--- config.mk ---
export PLATFORM = sky130hd
export DESIGN_NAME = host_address_bus_port
export DESIGN_NICKNAME = d
export VERILOG_FILES = /design/src/shared/addr_port_pkg.sv /design/src/hw/strap_capture.sv /design/src/hw/host_address_bus_port.sv
export SDC_FILE = /design/constraint.sdc
export NUM_CORES = 1
export LEC_CHECK = 0
export BUFFER_PORTS_ARGS = -buffer_cell sky130_fd_sc_hd__buf_2
export CAP_MARGIN = 20
export CORE_MARGIN = 2
export CORE_UTILIZATION = 25
export CTS_BUF_LIST = sky130_fd_sc_hd__clkbuf_8
export DETAILED_ROUTE_END_ITERATION = 7
export REMOVE_ABC_BUFFERS = 1
export SETUP_SLACK_MARGIN = 0.05
export SLEW_MARGIN = 10
export SYNTH_ARGS = -nofsm -noshare
export SYNTH_HDL_FRONTEND = slang
export SYNTH_SLANG_ARGS = --single-unit
--- constraint.sdc ---
create_clock -name MCLK -period 2.1 [get_ports MCLK]
set_input_delay 0.42 -clock MCLK [delete_from_list [all_inputs] [get_ports MCLK]]
set_output_delay 0.42 -clock MCLK [all_outputs]
set_load 0.005 [all_outputs]
--- src/shared/addr_port_pkg.sv ---
// Package: constants, enums and carriers of the host address bus port
package addr_port_pkg;

    // ----------------------------------------------------------------
    // Widths
    // ----------------------------------------------------------------
    localparam int ADDR_W      = 16;
    localparam int LOW_ADDR_W  = 12;
    localparam int WB_ADDR_W   = 8;
    localparam int WB_DATA_W   = 32;

    // ----------------------------------------------------------------
    // Register byte offsets
    // ----------------------------------------------------------------
    localparam logic [WB_ADDR_W-1:0] OFS_CONTROL   = 8'h00;
    localparam logic [WB_ADDR_W-1:0] OFS_STATUS    = 8'h04;
    localparam logic [WB_ADDR_W-1:0] OFS_HOST_ADDR = 8'h08;
    localparam logic [WB_ADDR_W-1:0] OFS_EXT_ADDR  = 8'h0C;

    // ----------------------------------------------------------------
    // Field positions
    // ----------------------------------------------------------------
    localparam int CTL_TRANSPARENT = 0;
    localparam int CTL_EXT_ENABLE  = 1;
    localparam int ST_STRAP        = 0;
    localparam int ST_CLK_SEL_LO   = 1;
    localparam int ST_BOOT_LO      = 3;
    localparam int ST_LARGE_MEM    = 5;
    localparam int ST_DRIVING      = 6;
    localparam int ST_RT_BUSY      = 7;

    // ----------------------------------------------------------------
    // Reset values
    // ----------------------------------------------------------------
    localparam logic [1:0]        CONTROL_RESET = 2'h0;
    localparam logic [ADDR_W-1:0] ADDR_RESET    = 16'h0000;

    // Upper address pins and the alternate-function bits
    localparam int PIN_CLK_SEL_HI = 15;
    localparam int PIN_CLK_SEL_LO = 14;
    localparam int PIN_TIED_HIGH  = 13;
    localparam int PIN_BOOT_SEL   = 12;

    // Bits A12..A0 drive on the small part with strap low
    localparam logic [ADDR_W-1:0] SMALL_DRIVE_MASK = 16'h1FFF;
    localparam logic [ADDR_W-1:0] LOW_DECODE_MASK  = 16'h0FFF;
    localparam logic [ADDR_W-1:0] FULL_MASK        = 16'hFFFF;

    // ----------------------------------------------------------------
    // Enumerations
    // ----------------------------------------------------------------
    typedef enum logic [1:0] {
        CLK_10MHZ = 2'b00,
        CLK_20MHZ = 2'b01,
        CLK_12MHZ = 2'b10,
        CLK_16MHZ = 2'b11
    } clk_freq_e;

    typedef enum logic [1:0] {
        BOOT_RT_BUSY = 2'b00,
        BOOT_IDLE    = 2'b01,
        BOOT_BC      = 2'b10,
        BOOT_NONE    = 2'b11
    } boot_mode_e;

    // ----------------------------------------------------------------
    // Carriers
    // ----------------------------------------------------------------
    typedef struct packed {
        logic             strap;
        logic [1:0]       clk_sel;
        logic             boot_sel;
    } strap_s;

    typedef struct packed {
        logic [ADDR_W-1:0] o;
        logic [ADDR_W-1:0] oe;
    } pin_drive_s;

endpackage

--- src/hw/strap_capture.sv ---
// Module: one-shot capture of static straps after reset release
`timescale 1ns/1ps

module strap_capture #(
    parameter int WIDTH = 4
) (
    // Clock and reset
    input  wire logic             clk,
    input  wire logic             rst,
    // Level to capture
    input  wire logic [WIDTH-1:0] level_in,
    // Captured copy
    output logic      [WIDTH-1:0] level_out,
    output logic                  valid
);

    typedef struct packed {
        logic             done;
        logic [WIDTH-1:0] val;
    } cap_s;

    cap_s st_q;
    cap_s st_d;

    // ----------------------------------------------------------------
    // Capture once, at the first edge after release
    // ----------------------------------------------------------------
    always_comb begin
        st_d = st_q;
        if (!st_q.done) begin
            st_d.done = 1'b1;
            st_d.val  = level_in;
        end
    end

    always_ff @(posedge clk) begin
        if (rst) begin
            st_q <= '0;
        end else begin
            st_q <= st_d;
        end
    end

    assign level_out = st_q.val;
    assign valid     = st_q.done;

endmodule // strap_capture

--- src/hw/host_address_bus_port.sv ---
// Module: host address bus port with strap decode and transparent-mode drive
//
// Behaviour
// - Large-memory part: A15..A12 are always plain address lines.
// - Small part with strap high: A15..A12 are address lines too.
// - Small part, strap low: A15,A14 pick 10, 20, 12, 16 MHz.
// - Strap low, A12 zero: start in RT mode with Busy bit set.
// - Boot select one: Idle for RT-only, BC for full-function part.
// - Decode A11..A0 on small parts, A15..A0 on large parts.
// - Buffered mode never drives the address lines.
// - Transparent mode: inputs for host, outputs for external RAM cycles.
// - Drive only with grant acknowledge low and access strobe high.
// - Lines float as inputs by default, also right after reset.
`timescale 1ns/1ps

module host_address_bus_port #(
    parameter bit LARGE_MEMORY = 1'b0,
    parameter bit BC_CAPABLE   = 1'b1
) (
    // Clock and reset
    input  wire logic                                  MCLK,
    input  wire logic                                  RST,
    // Address pins
    input  wire logic [addr_port_pkg::ADDR_W-1:0]      ADDR_I,
    output logic      [addr_port_pkg::ADDR_W-1:0]      ADDR_O,
    output logic      [addr_port_pkg::ADDR_W-1:0]      ADDR_OE,
    // Configuration strap
    input  wire logic                                  UPPER_ADDRESS_STRAP,
    // Internal memory-management side
    input  wire logic                                  BUS_GRANT_ACKNOWLEDGE_N,
    input  wire logic                                  IO_ACCESS_STROBE_N,
    input  wire logic [addr_port_pkg::ADDR_W-1:0]      EXT_RAM_ADDR,
    // Decoded configuration and host address
    output logic      [addr_port_pkg::ADDR_W-1:0]      HOST_ADDR,
    output logic      [1:0]                            CLK_FREQ_SEL,
    output logic      [1:0]                            BOOT_MODE,
    output logic                                       RT_BUSY_INIT,
    output logic                                       CONFIG_VALID,
    // Wishbone slave
    input  wire logic                                  WB_CYC_I,
    input  wire logic                                  WB_STB_I,
    input  wire logic                                  WB_WE_I,
    input  wire logic [addr_port_pkg::WB_ADDR_W-1:0]   WB_ADR_I,
    input  wire logic [3:0]                            WB_SEL_I,
    input  wire logic [addr_port_pkg::WB_DATA_W-1:0]   WB_DAT_I,
    output logic      [addr_port_pkg::WB_DATA_W-1:0]   WB_DAT_O,
    output logic                                       WB_ACK_O
);

    localparam int AW = addr_port_pkg::ADDR_W;
    localparam int DW = addr_port_pkg::WB_DATA_W;

    typedef struct packed {
        logic                 transparent;
        logic                 ext_enable;
        logic [AW-1:0]        host_addr;
        logic [AW-1:0]        pin_o;
        logic [AW-1:0]        pin_oe;
        logic [1:0]           clk_sel;
        logic [1:0]           boot;
        logic                 rt_busy;
        logic                 ack;
        logic [DW-1:0]        rdata;
    } state_s;

    state_s st_q;
    state_s st_d;

    // ----------------------------------------------------------------
    // Strap capture
    // ----------------------------------------------------------------
    addr_port_pkg::strap_s strap_raw;
    addr_port_pkg::strap_s strap_cap;
    logic                  strap_valid;

    // Only the pins on alternate duty matter; A13 is tied high outside
    assign strap_raw.strap    = UPPER_ADDRESS_STRAP;
    assign strap_raw.clk_sel  = {ADDR_I[addr_port_pkg::PIN_CLK_SEL_HI],
                                 ADDR_I[addr_port_pkg::PIN_CLK_SEL_LO]};
    assign strap_raw.boot_sel = ADDR_I[addr_port_pkg::PIN_BOOT_SEL];

    strap_capture #(
        .WIDTH     ($bits(addr_port_pkg::strap_s))
    ) u_strap (
        .clk       (MCLK),
        .rst       (RST),
        .level_in  (strap_raw),
        .level_out (strap_cap),
        .valid     (strap_valid)
    );

    // ----------------------------------------------------------------
    // Pin mode decode
    // ----------------------------------------------------------------
    logic          alt_upper;
    logic [AW-1:0] decode_mask;
    logic [AW-1:0] drive_mask;
    logic          drive_now;
    logic          wb_req;
    logic          wb_wr;

    // Large parts ignore the strap, except for the status strap bit
    assign alt_upper = !LARGE_MEMORY && strap_valid && !strap_cap.strap;

    // Small parts never decode A15..A12, even with the strap high
    assign decode_mask = LARGE_MEMORY ? addr_port_pkg::FULL_MASK
                                      : addr_port_pkg::LOW_DECODE_MASK;

    // Upper pins carrying straps must never be driven against them; the mask keeps A15..A13 off but still drives A12
    assign drive_mask = alt_upper ? addr_port_pkg::SMALL_DRIVE_MASK
                                  : addr_port_pkg::FULL_MASK;

    // Buffered mode (transparent clear) keeps all lines as inputs
    assign drive_now = st_q.transparent && st_q.ext_enable
                    && !BUS_GRANT_ACKNOWLEDGE_N
                    && IO_ACCESS_STROBE_N;

    assign wb_req = WB_CYC_I && WB_STB_I && !st_q.ack;
    assign wb_wr  = wb_req && WB_WE_I;

    // ----------------------------------------------------------------
    // Next state
    // ----------------------------------------------------------------
    always_comb begin
        st_d = st_q;

        // Host address is sampled only while the lines are inputs
        if (!drive_now) begin
            st_d.host_addr = ADDR_I & decode_mask;
        end

        // External RAM address always follows the mask; enables low by default
        st_d.pin_o  = EXT_RAM_ADDR & drive_mask;
        st_d.pin_oe = drive_now ? drive_mask : '0;

        // Configuration from captured straps
        if (alt_upper) begin
            st_d.clk_sel = strap_cap.clk_sel;
            if (!strap_cap.boot_sel) begin
                st_d.boot    = addr_port_pkg::BOOT_RT_BUSY;
                st_d.rt_busy = 1'b1;
            end else begin
                st_d.boot    = BC_CAPABLE ? addr_port_pkg::BOOT_BC
                                          : addr_port_pkg::BOOT_IDLE;
                st_d.rt_busy = 1'b0;
            end
        end else begin
            st_d.clk_sel = addr_port_pkg::CLK_10MHZ;
            st_d.boot    = addr_port_pkg::BOOT_NONE;
            st_d.rt_busy = 1'b0;
        end

        // Bus slave: ack one cycle after request, drop the next cycle
        st_d.ack = wb_req;
        if (wb_wr && WB_SEL_I[0] && (WB_ADR_I == addr_port_pkg::OFS_CONTROL)) begin
            st_d.transparent = WB_DAT_I[addr_port_pkg::CTL_TRANSPARENT];
            st_d.ext_enable  = WB_DAT_I[addr_port_pkg::CTL_EXT_ENABLE];
        end

        st_d.rdata = '0;
        if (wb_req && !WB_WE_I) begin
            case (WB_ADR_I)
                addr_port_pkg::OFS_CONTROL: begin
                    st_d.rdata[addr_port_pkg::CTL_TRANSPARENT] = st_q.transparent;
                    st_d.rdata[addr_port_pkg::CTL_EXT_ENABLE]  = st_q.ext_enable;
                end
                addr_port_pkg::OFS_STATUS: begin
                    st_d.rdata[addr_port_pkg::ST_STRAP]      = strap_cap.strap;
                    st_d.rdata[addr_port_pkg::ST_CLK_SEL_LO +: 2] = st_q.clk_sel;
                    st_d.rdata[addr_port_pkg::ST_BOOT_LO +: 2]    = st_q.boot;
                    st_d.rdata[addr_port_pkg::ST_LARGE_MEM]  = LARGE_MEMORY;
                    st_d.rdata[addr_port_pkg::ST_DRIVING]    = |st_q.pin_oe;
                    st_d.rdata[addr_port_pkg::ST_RT_BUSY]    = st_q.rt_busy;
                end
                addr_port_pkg::OFS_HOST_ADDR: begin
                    st_d.rdata[AW-1:0] = st_q.host_addr;
                end
                addr_port_pkg::OFS_EXT_ADDR: begin
                    st_d.rdata[AW-1:0] = st_q.pin_o;
                end
                default: begin
                    // Unmapped offsets answer with zero
                    st_d.rdata = '0;
                end
            endcase
        end
    end

    // ----------------------------------------------------------------
    // State register
    // ----------------------------------------------------------------
    always_ff @(posedge MCLK) begin
        if (RST) begin
            st_q             <= '0;
            st_q.transparent <= addr_port_pkg::CONTROL_RESET[addr_port_pkg::CTL_TRANSPARENT];
            st_q.ext_enable  <= addr_port_pkg::CONTROL_RESET[addr_port_pkg::CTL_EXT_ENABLE];
            st_q.host_addr   <= addr_port_pkg::ADDR_RESET;
            st_q.pin_oe      <= '0;
            st_q.boot        <= addr_port_pkg::BOOT_NONE;
        end else begin
            st_q <= st_d;
        end
    end

    // ----------------------------------------------------------------
    // Outputs
    // ----------------------------------------------------------------
    // Registered enable trails the grant by one cycle; the grant owner
    // must hold the cycle one extra clock to see the address settle
    assign ADDR_O       = st_q.pin_o;
    assign ADDR_OE      = st_q.pin_oe;
    assign HOST_ADDR    = st_q.host_addr;
    assign CLK_FREQ_SEL = st_q.clk_sel;
    assign BOOT_MODE    = st_q.boot;
    assign RT_BUSY_INIT = st_q.rt_busy;
    assign CONFIG_VALID = strap_valid;
    assign WB_DAT_O     = st_q.rdata;
    assign WB_ACK_O     = st_q.ack;

endmodule // host_address_bus_port

==> reports/qor.yml, run 1 <==
stdcell_count: 477
wl_per_cell_um: 13.27
ys_warn_count: 0
first_global_vias: 1789
grt_max_degree: 33
cp.arrival_ns: 1.04
peakVddDrop_mv: 0.3014
start_kind: "register"
rsz0062_at_grt: "false"
n_antenna_cell: 0
cp_top_family: "flip-flops"
slew_headroom: 0.6574
drv_cap: 0
cts_resized: 0
via_count: 1857
syn_inst: 280
hp-class: "in2reg"
grtUsageTotal: 0.1120
clkTransAtPathRegs_ns: 0.07
clock_power_share: 0.414
netlist_area_um2: 2681
io_pins: 171
rows: 37
reg2reg_from: "WB_ACK_O$_SDFF_PP0_"
hpwl_um: 4711
ys_seq_area_frac: 0.4405
tritoncts: "built"
insertion_delay_ns: 0.32
criticalPathCategory: "reg2out"
htree_levels: 3
nets: 420
die_w_um: 107.6
slew_viol_final: 0
crit_fanout: 14
dieArea_um2: 11570
seqPwrFrac: 0.502
path_cells: "buf_2"
synth_area_leader_cell: "dfxtp_1"
min_period_over_period: 0.6968
cts_buffers: 9
fin_skew_ns: 0.006230
ctsHoldBuffers: 0
p_leak_uw: 0.001546
hold_violations: 0
powerDensity_nw_per_um2: 773.0
synth.distinct_cells: 31
setup_viol: 0
tns_ns: 0
io_buffers: 116
intPower_uw: 1808
initial_utilization: 0.2586
r2r_end: "WB_DAT_O[8]$_SDFF_PP0_"
synth_area_per_cell_um2: 9.576
dp_cells: 461
synth_edf_count: 0
dr.first_iter.drc_count: 37
crit_path_end: "ADDR_OE[0]"
drt_first_pass_iters: 5
tightest_slew_ns: 0.5074
cts.sinks: 59
switching_share: 0.2337
period_needed_ns: 1.463
drc: 0
cts_setup_buffers: 0
cp_num_buf_inv: 1
drive_gt1_frac: 0.4340
cp_slowest_stage_delay_ns: 0.54
coreArea_um2: 10370
cp.required_ns: 1.68
cts-root-buf: "clkbuf_8"
r2r_slack_ns: 0.77
synth_top_area_share: 0.4405
async_flop_share: 0
fp.dieH_um: 107.6
netSwitchingPower_uw: 551.3
ys.flop_type: "dfxtp_1"
grt_overflow: 0
cp_slowest_cell: "dfxtp_1"
grt_pass1_wl_um: 9584
fmax_mhz: 683.4
ys_seq_elements: 59
gp_congestion: 0.6787
p_comb_frac: 0.084
critPathCaptureType: "output pin"
syn_to_final_growth_pct: 13.81
critical_path_depth: 1
clock_path_buffers: 2
vias_per_cell: 3.893
antenna_left: 0
startpoint: "ADDR_OE[12]$_SDFF_PP0_"
status: "finished, final reports clean"
routed_wl_um: 6330
synth.top_cells.by_area: "dfxtp_1, buf_4, nand2_1, mux2i_1, nor2b_1"
antenna_found_initial: 0
reg2reg_depth: 3
## area by class of cell
cell class,instances,area [um2]
timing repair buffer,120,610.6
multi-input combinational,139,872.1
fill,1132,7318
sequential,59,1181
tap,136,170.2
inverter,7,26.28
clock buffer,13,178.9
clock inverter,3,12.51
## logic make-up after synthesis
kind of cell / after synthesis / share of synthesized area
flip-flops: 59 / 0.4405
multiplexers: 17 / 0.07466
other: 1 / 0.001399
buffers and inverters: 101 / 0.2608
AO/OA/AOI/OAI: 19 / 0.04060
AND/OR/NAND/NOR: 83 / 0.1820
## metal layers
metal | GRT usage | part of all wire | routed length (um) | up-vias
met2 | 0.1860 | 0.47 | 3003 | 88
li1 | - | - | - | 911
met5 | 0 | 0 | 0 | -
met4 | 0.03022 | 0.0079 | 50 | 0
met3 | 0.04056 | 0.081 | 515 | 5
met1 | 0.1365 | 0.44 | 2761 | 853
## cell usage in the layout (no fill, tap or decap), drive strengths merged, types with 4 or more instances in the layout
master and count:
buf 120, dfxtp 59, nand2 30, conb 20, nor2b 16, a21oi 14
clkbuf 13, nor2 11, mux2i 11, inv 9, and2 6, nor3b 5
nor3 4, mux2 4, a22oi 4
## state kept, by name (all words and copies together), names as in the netlist
signal	flops
ADDR_OE	2
st_q	2
CLK_FREQ_SEL	2
u_strap.level_out	4
WB_DAT_O	16
u_strap.valid	1
ADDR_O	16
BOOT_MODE	2
HOST_ADDR	12
WB_ACK_O	1
RT_BUSY_INIT	1
## power by group through the flow
stage / clock, uW / sequential (uW) / combinational, uW
after floorplan: 0 / 1210 / 76.5
after global placement: 0 / 1210 / 199
after detailed placement: 0 / 1210 / 201
after CTS: 1020 / 1190 / 202
after global routing: 1090 / 1190 / 223
final: 977 / 1180 / 198
## how the worst min path moves through the flow
stage | from | end | depth (start not counted)
3_5_place_dp | u_strap.level_out[0]$_SDFFE_PP0N_ | RT_BUSY_INIT$_SDFF_PP0_ | 1
2_1_floorplan | u_strap.level_out[0]$_SDFFE_PP0N_ | RT_BUSY_INIT$_SDFF_PP0_ | 1
5_1_grt | EXT_RAM_ADDR[14] | ADDR_O[14]$_SDFF_PP0_ | 2
4_1_cts | EXT_RAM_ADDR[12] | ADDR_O[12]$_SDFF_PP0_ | 2
3_3_place_gp | u_strap.level_out[0]$_SDFFE_PP0N_ | RT_BUSY_INIT$_SDFF_PP0_ | 1
6_report | EXT_RAM_ADDR[13] | ADDR_O[13]$_SDFF_PP0_ | 2
## cells in the mapped netlist, drive strengths merged, types with 2 or more instances
library cell and count:
mux4 2, clkbuf 6, nor3b 5, buf 88, nand2 30, mux2i 11
a21oi 14, nand2b 2, a22oi 4, nor2 11, inv 7, nor2b 16
mux2 4, nor3 4, and2 6, nand4b 2, dfxtp 59
## per-stage QoR
stage          total power, uW  utilization  instance area (um2)  hold slack (ns)  setup WS [ns]
6_report                  2359       0.2943                 3052           0.3022         0.6367
5_1_grt                   2499       0.2943                 3052           0.2872         0.5104
4_1_cts                   2409       0.2943                 3052           0.2798         0.5901
3_5_place_dp              1411       0.2758                 2860           0.4304         0.3842
3_3_place_gp              1408       0.2758                 2860           0.4234         0.4093
2_1_floorplan             1285            -                 2079           0.4026         0.7593
(Power assumes the default switching activity.)
==> run 2: changes to the inputs <==
- clock period: 2.1 -> 1.5 ns (I/O delays scaled with it)
==> run 2 against run 1 <==
  * Non-clock buffer count increased by 4
  * Largest cell class unchanged
  * Global-route usage decreased by 0.088 points
  * Core utilization increased by 0.99 points
  * Sequential power increased by 41%
  * Critical path type unchanged
==> reports/qor.yml, run 2 (same netlist as run 1, synthesis figures left out) <==
status: "finished, final reports clean"  # unchanged
cp_top_family: "flip-flops"  # unchanged
powerDensity_nw_per_um2: 1186  # was 773.0 nW/um2
switching_share: 0.2206  # was 0.2337
fillers: 1122  # was 1,132
cp_slowest_cell: "dfxtp_1"  # unchanged
drive_gt1_frac: 0.4493  # was 0.4340
clock_path_buffers: 2  # unchanged
cp_slowest_stage_delay_ns: 0.53  # was 0.54 ns
drt_first_pass_iters: 4  # was 5
routed_wl_um: 6204  # was 6330 um
setup_viol: 0  # unchanged
crit_fanout: 7  # was 14
grt_pass1_wl_um: 9384  # was 9584 um
hpwl_um: 4670  # was 4711 um
wl_per_cell_um: 12.90  # was 13.27 um
tritoncts: "built"  # unchanged
p_leak_uw: 0.001579  # was 0.001546 uW
dieArea_um2: 11570  # unchanged
fin_skew_ns: 0.008966  # was 0.006230 ns
fp.dieH_um: 107.6  # unchanged
dr.first_iter.drc_count: 47  # was 37
via_count: 1869  # was 1,857
seqPwrFrac: 0.443  # was 0.502
cp.required_ns: 1.20  # was 1.68 ns
initial_utilization: 0.2586  # unchanged
netSwitchingPower_uw: 825.6  # was 551.3 uW
grtUsageTotal: 0.1111  # was 0.1120
antenna_found_initial: 0  # unchanged
insertion_delay_ns: 0.33  # was 0.32 ns
n_antenna_cell: 0  # unchanged
hp-class: "in2reg"  # unchanged
io_buffers: 116  # unchanged
start_kind: "register"  # unchanged
cts.sinks: 59  # unchanged
cp_num_buf_inv: 1  # unchanged
cp.arrival_ns: 1.05  # was 1.04 ns
cts_buffers: 9  # unchanged
rsz0062_at_grt: "false"  # unchanged
antenna_left: 0  # unchanged
io_pins: 171  # unchanged
critPathCaptureType: "output pin"  # unchanged
clkTransAtPathRegs_ns: 0.07  # about the same
drv_cap: 0  # unchanged
slew_viol_final: 0  # unchanged
period_needed_ns: 1.345
grt_max_degree: 28  # was 33
first_global_vias: 1791  # was 1,789
layout_commonest_cell: "buf_2"  # unchanged
syn_to_final_growth_pct: 17.64  # was 13.81%
clock_power_share: 0.482  # was 0.414
peakVddDrop_mv: 0.4705  # was 0.3014 mV
total_power_uw: 3742  # was 2359 uW
htree_levels: 3  # unchanged
path_cells: "buf_2"  # unchanged
mostFrequentLayoutCells: "buf_2, dfxtp_1, nand2_1"  # unchanged
cts_setup_buffers: 0  # unchanged
fmax_mhz: 743.2
tns_ns: 0  # unchanged
rows: 37  # unchanged
vias_per_cell: 3.886  # was 3.893
p_comb_frac: 0.075  # was 0.084
cts-root-buf: "clkbuf_8"  # unchanged
die_w_um: 107.6  # unchanged
grt_overflow: 0  # unchanged
coreArea_um2: 10370  # unchanged
nets: 424  # was 420
criticalPathCategory: "reg2out"  # unchanged
gp_congestion: 0.6722  # was 0.6787
intPower_uw: 2916  # was 1808 uW
min_period_over_period: 0.8970
drc: 0  # unchanged
hold_violations: 0  # unchanged
-- run 2: cell types whose count changed in the layout (fill, tap and decap cells not counted) --
cell        previous run  this run
dfxtp_2                0         1
inv_1                  9         7
clkinv_2               1         0
dfxtp_1               59        58
buf_4                  4         7
clkbuf_8              13        10
buf_12                 0         1
clkinvlp_4             0         3
bufinv_16              0         3
-- run 2: area by class of cell --
class | instances | area [um2] | area share
Sequential cell | 59 | 1182 | 0.3748
Clock buffer | 10 | 137.6 | 0.04363
Inverter | 7 | 26.28 | 0.008330
Timing Repair Buffer | 124 | 653.1 | 0.2071
Multi-Input combinational cell | 139 | 872.1 | 0.2765
Tap cell | 136 | 170.2 | 0.05395
Clock inverter | 6 | 112.6 | 0.03570
-- run 2: repair_timing --
item | 4_1_cts | 5_1_grt
gates resized for setup | 0 | 1
endpoints found under the setup margin | 0 | 13
hold buffers | 0 | 0
hold endpoints to repair | 0 | 0
-- run 2: power groups by stage --
stage | Sequential, uW | Clock, uW | Combinational (uW)
finish | 1660 | 1800 | 281
CTS | 1660 | 1870 | 288
global placement | 1690 | 0 | 283
detailed placement | 1690 | 0 | 287
floorplan | 1690 | 0 | 107
global route | 1660 | 1950 | 318
-- run 2: layer usage --
metal | up-vias | track usage | share of wire
met5 | - | 0 | 0
met1 | 852 | 0.1340 | 0.44
met2 | 91 | 0.1774 | 0.46
li1 | 917 | - | -
met3 | 9 | 0.04843 | 0.085
met4 | 0 | 0.03571 | 0.012
-- run 2: path summary, 6_finish.rpt --
check                                         start                 endpoint  slack, ns  cells past startpoint
hold reg to reg   u_strap.level_out[0]$_SDFFE_PP0N_  RT_BUSY_INIT$_SDFF_PP0_       0.43                      1
setup / recovery           u_strap.valid$_SDFF_PP0_             CONFIG_VALID       0.15                      1
setup reg to reg                WB_ACK_O$_SDFF_PP0_   WB_DAT_O[8]$_SDFF_PP0_       0.27                      4
hold / removal                     EXT_RAM_ADDR[15]    ADDR_O[15]$_SDFF_PP0_       0.17                      2
-- run 2: per-stage QoR --
step	std cells	hold slack (ns)	area, um2	setup WS (ns)	utilization
global route	481	0.1412	3154	0.09262	0.3042
detailed placement	465	0.4269	2903	0.00002742	0.2799
CTS	481	0.1471	3153	0.1212	0.3041
floorplan	205	0.3691	2079	0.2793	-
global placement	465	0.4237	2903	0.005225	0.2799
finish	481	0.1677	3154	0.1545	0.3042
==> run 3: changes to the inputs <==
- BUFFER_PORTS_ARGS: -buffer_cell sky130_fd_sc_hd__buf_2 -> unset
- DONT_BUFFER_PORTS: unset -> 1
==> run 3 against run 2 <==
  * Maximum frequency is 7.8% higher
  * First-iteration DRC count up 21%
  * Via count decreased by 20%
  * Global-route usage up 0.15 points
  * Critical path depth is 3 higher
  * Core utilization is 6.3 points lower
  * Wire length is 3.3% higher
  * Worst setup slack better by 0.097 ns
  * Final cell count fell by 24%
  * Register-to-register slack worse by 0.02 ns
  * Sequential power about the same
  * Critical endpoint is now WB_DAT_O[5]$_SDFF_PP0_
  * Largest power group is now registers
==> reports/qor.yml, run 3 (same netlist as run 1, synthesis figures left out) <==
status: "finished, final reports clean"  # unchanged
grt_overflow: 0  # unchanged
hp-class: "in2reg"  # unchanged
finish.instance_area_um2: 2497  # was 3154 um2
cp.arrival_ns: 1.50  # was 1.05 ns
p_leak_uw: 0.001024  # was 0.001579 uW
fmax_mhz: 801.3  # was 743.2 MHz
dr.first_iter.drc_count: 57  # was 47
clock_path_buffers: 2  # unchanged
ctsHoldBuffers: 2  # was 0
powerDensity_nw_per_um2: 1215  # was 1186 nW/um2
antenna_left: 0  # unchanged
cts_setup_buffers: 0  # unchanged
hold_violations: 0  # unchanged
gp_congestion: 0.6452  # was 0.6722
min_period_over_period: 0.8320  # was 0.8970
grt_pass1_wl_um: 9121  # was 9384 um
cp.required_ns: 1.76  # was 1.20 ns
cp_slowest_cell: "dfxtp_1"  # unchanged
cts-root-buf: "clkbuf_8"  # unchanged
drv_cap: 0  # unchanged
htree_levels: 3  # unchanged
routed_wl_um: 6406  # was 6204 um
cts.sinks: 59  # unchanged
slew_headroom: 0.6059
drive_gt1_frac: 0.1441  # was 0.4493
final_util: 0.2408  # was 0.3042
period_needed_ns: 1.248  # was 1.345 ns
fp.dieH_um: 107.6  # unchanged
slew_viol_final: 0  # unchanged
wl_per_cell_um: 17.55  # was 12.90 um
vias_per_cell: 4.085  # was 3.886
via_count: 1491  # was 1,869
io_pins: 171  # unchanged
syn_to_final_growth_pct: -6.859  # was 17.64%
cts_buffers: 9  # unchanged
grtUsageTotal: 0.1126  # was 0.1111
drc: 0  # unchanged
setup_viol: 0  # unchanged
dieArea_um2: 11570  # unchanged
io_buffers: 0  # was 116
coreArea_um2: 10370  # unchanged
nets: 309  # was 424
tns_ns: 0  # unchanged
peakVddDrop_mv: 0.5270  # was 0.4705 mV
total_power_uw: 3035  # was 3742 uW
mostFrequentLayoutCells: "dfxtp_1, nand2_1, conb_1"  # was buf_2, dfxtp_1, nand2_1
cp_slowest_stage_delay_ns: 0.33  # was 0.53 ns
rows: 37  # unchanged
regArea_um2: 1181  # was 1182 um2
grt_max_degree: 24  # was 28
clkTransAtPathRegs_ns: 0.07  # about the same
n_antenna_cell: 0  # unchanged
tightest_slew_ns: 0.5893
hpwl_um: 4383  # was 4670 um
placed_cell_area_um2: 2307  # was 2903 um2
die_w_um: 107.6  # unchanged
multiInputGateArea_um2: 872.1  # unchanged
start_kind: "register"  # unchanged
insertion_delay_ns: 0.35  # was 0.33 ns
fin_skew_ns: 0.006279  # was 0.008966 ns
first_global_vias: 1539  # was 1,791
setup_slack_ns: 0.2520  # was 0.1545 ns
tritoncts: "built"  # unchanged
crit_fanout: 16  # was 7
cts_resized: 0  # unchanged
criticalPathCategory: "reg2reg"  # was reg2out
initial_utilization: 0.2586  # unchanged
antenna_found_initial: 0  # unchanged
path_cells: "and4bb_2 > nand4b_4 > buf_12 > nor3b_1"  # was buf_2
fillers: 1110  # was 1,122
layout_commonest_cell: "dfxtp_1"  # was buf_2
rsz0062_at_grt: "false"  # unchanged
critPathCaptureType: "register"  # was output pin
place_ws_ns: 0.1585  # was 0.00002742 ns
drt_first_pass_iters: 4  # unchanged
[run 3: cell types whose count changed in the layout (fill, tap and decap cells not counted)]
cell	delta
buf_4	-2
dfxtp_2	-1
clkinvlp_4	-3
buf_2	-116
dfxtp_1	+1
dlygate4sd3_1	+3
bufinv_16	-3
inv_1	+2
clkinv_2	+3
[run 3: worst max-delay path, delay by kind of cell, from the launching register on]
| kind | cells | cell delay, ns |
|---|---|---|
| buf+inv | 1 | 0.18 |
| simple gates | 3 | 0.64 |
| flops | 1 | 0.33 |
[run 3: final cells by class]
class,count,area share
multi-input cells,139,0.3492
flip-flops and latches,59,0.4729
well taps,136,0.06814
clock inverters,5,0.009018
clock buffers,10,0.05511
repair buffers,9,0.03507
inverters,7,0.01052
[run 3: through the flow]
| step | hold slack [ns] | std cells |
|---|---|---|
| after floorplan | 0.3691 | 205 |
| after global placement | 0.3738 | 347 |
| after detailed placement | 0.3759 | 347 |
| after CTS | 0.0003321 | 364 |
| after global routing | 0.001311 | 365 |
| final | 0.02696 | 365 |
[run 3: where the power goes]
group	internal, uW	total, uW	switching (uW)
registers	1620	1670	47.4
logic	72.9	149	76.2
clock network	613	1220	602
total	2310	3030	726
[run 3: worst paths after layout]
kind                                                         from                   endpoint  slack (ns)  depth (start not counted)
worst min-delay path                                          RST  HOST_ADDR[2]$_SDFFE_PP0N_        0.03                          1
worst max register to register                WB_ACK_O$_SDFF_PP0_     WB_DAT_O[5]$_SDFF_PP0_        0.25                          4
worst max-delay path                          WB_ACK_O$_SDFF_PP0_     WB_DAT_O[5]$_SDFF_PP0_        0.25                          4
worst min register to register  u_strap.level_out[0]$_SDFFE_PP0N_    RT_BUSY_INIT$_SDFF_PP0_        0.43                          1
[run 3: routing by layer]
layer,share of wire,global-route usage
met1,0.40,0.1208
met2,0.48,0.1819
met3,0.11,0.05993
met4,0.015,0.05220
met5,0,0
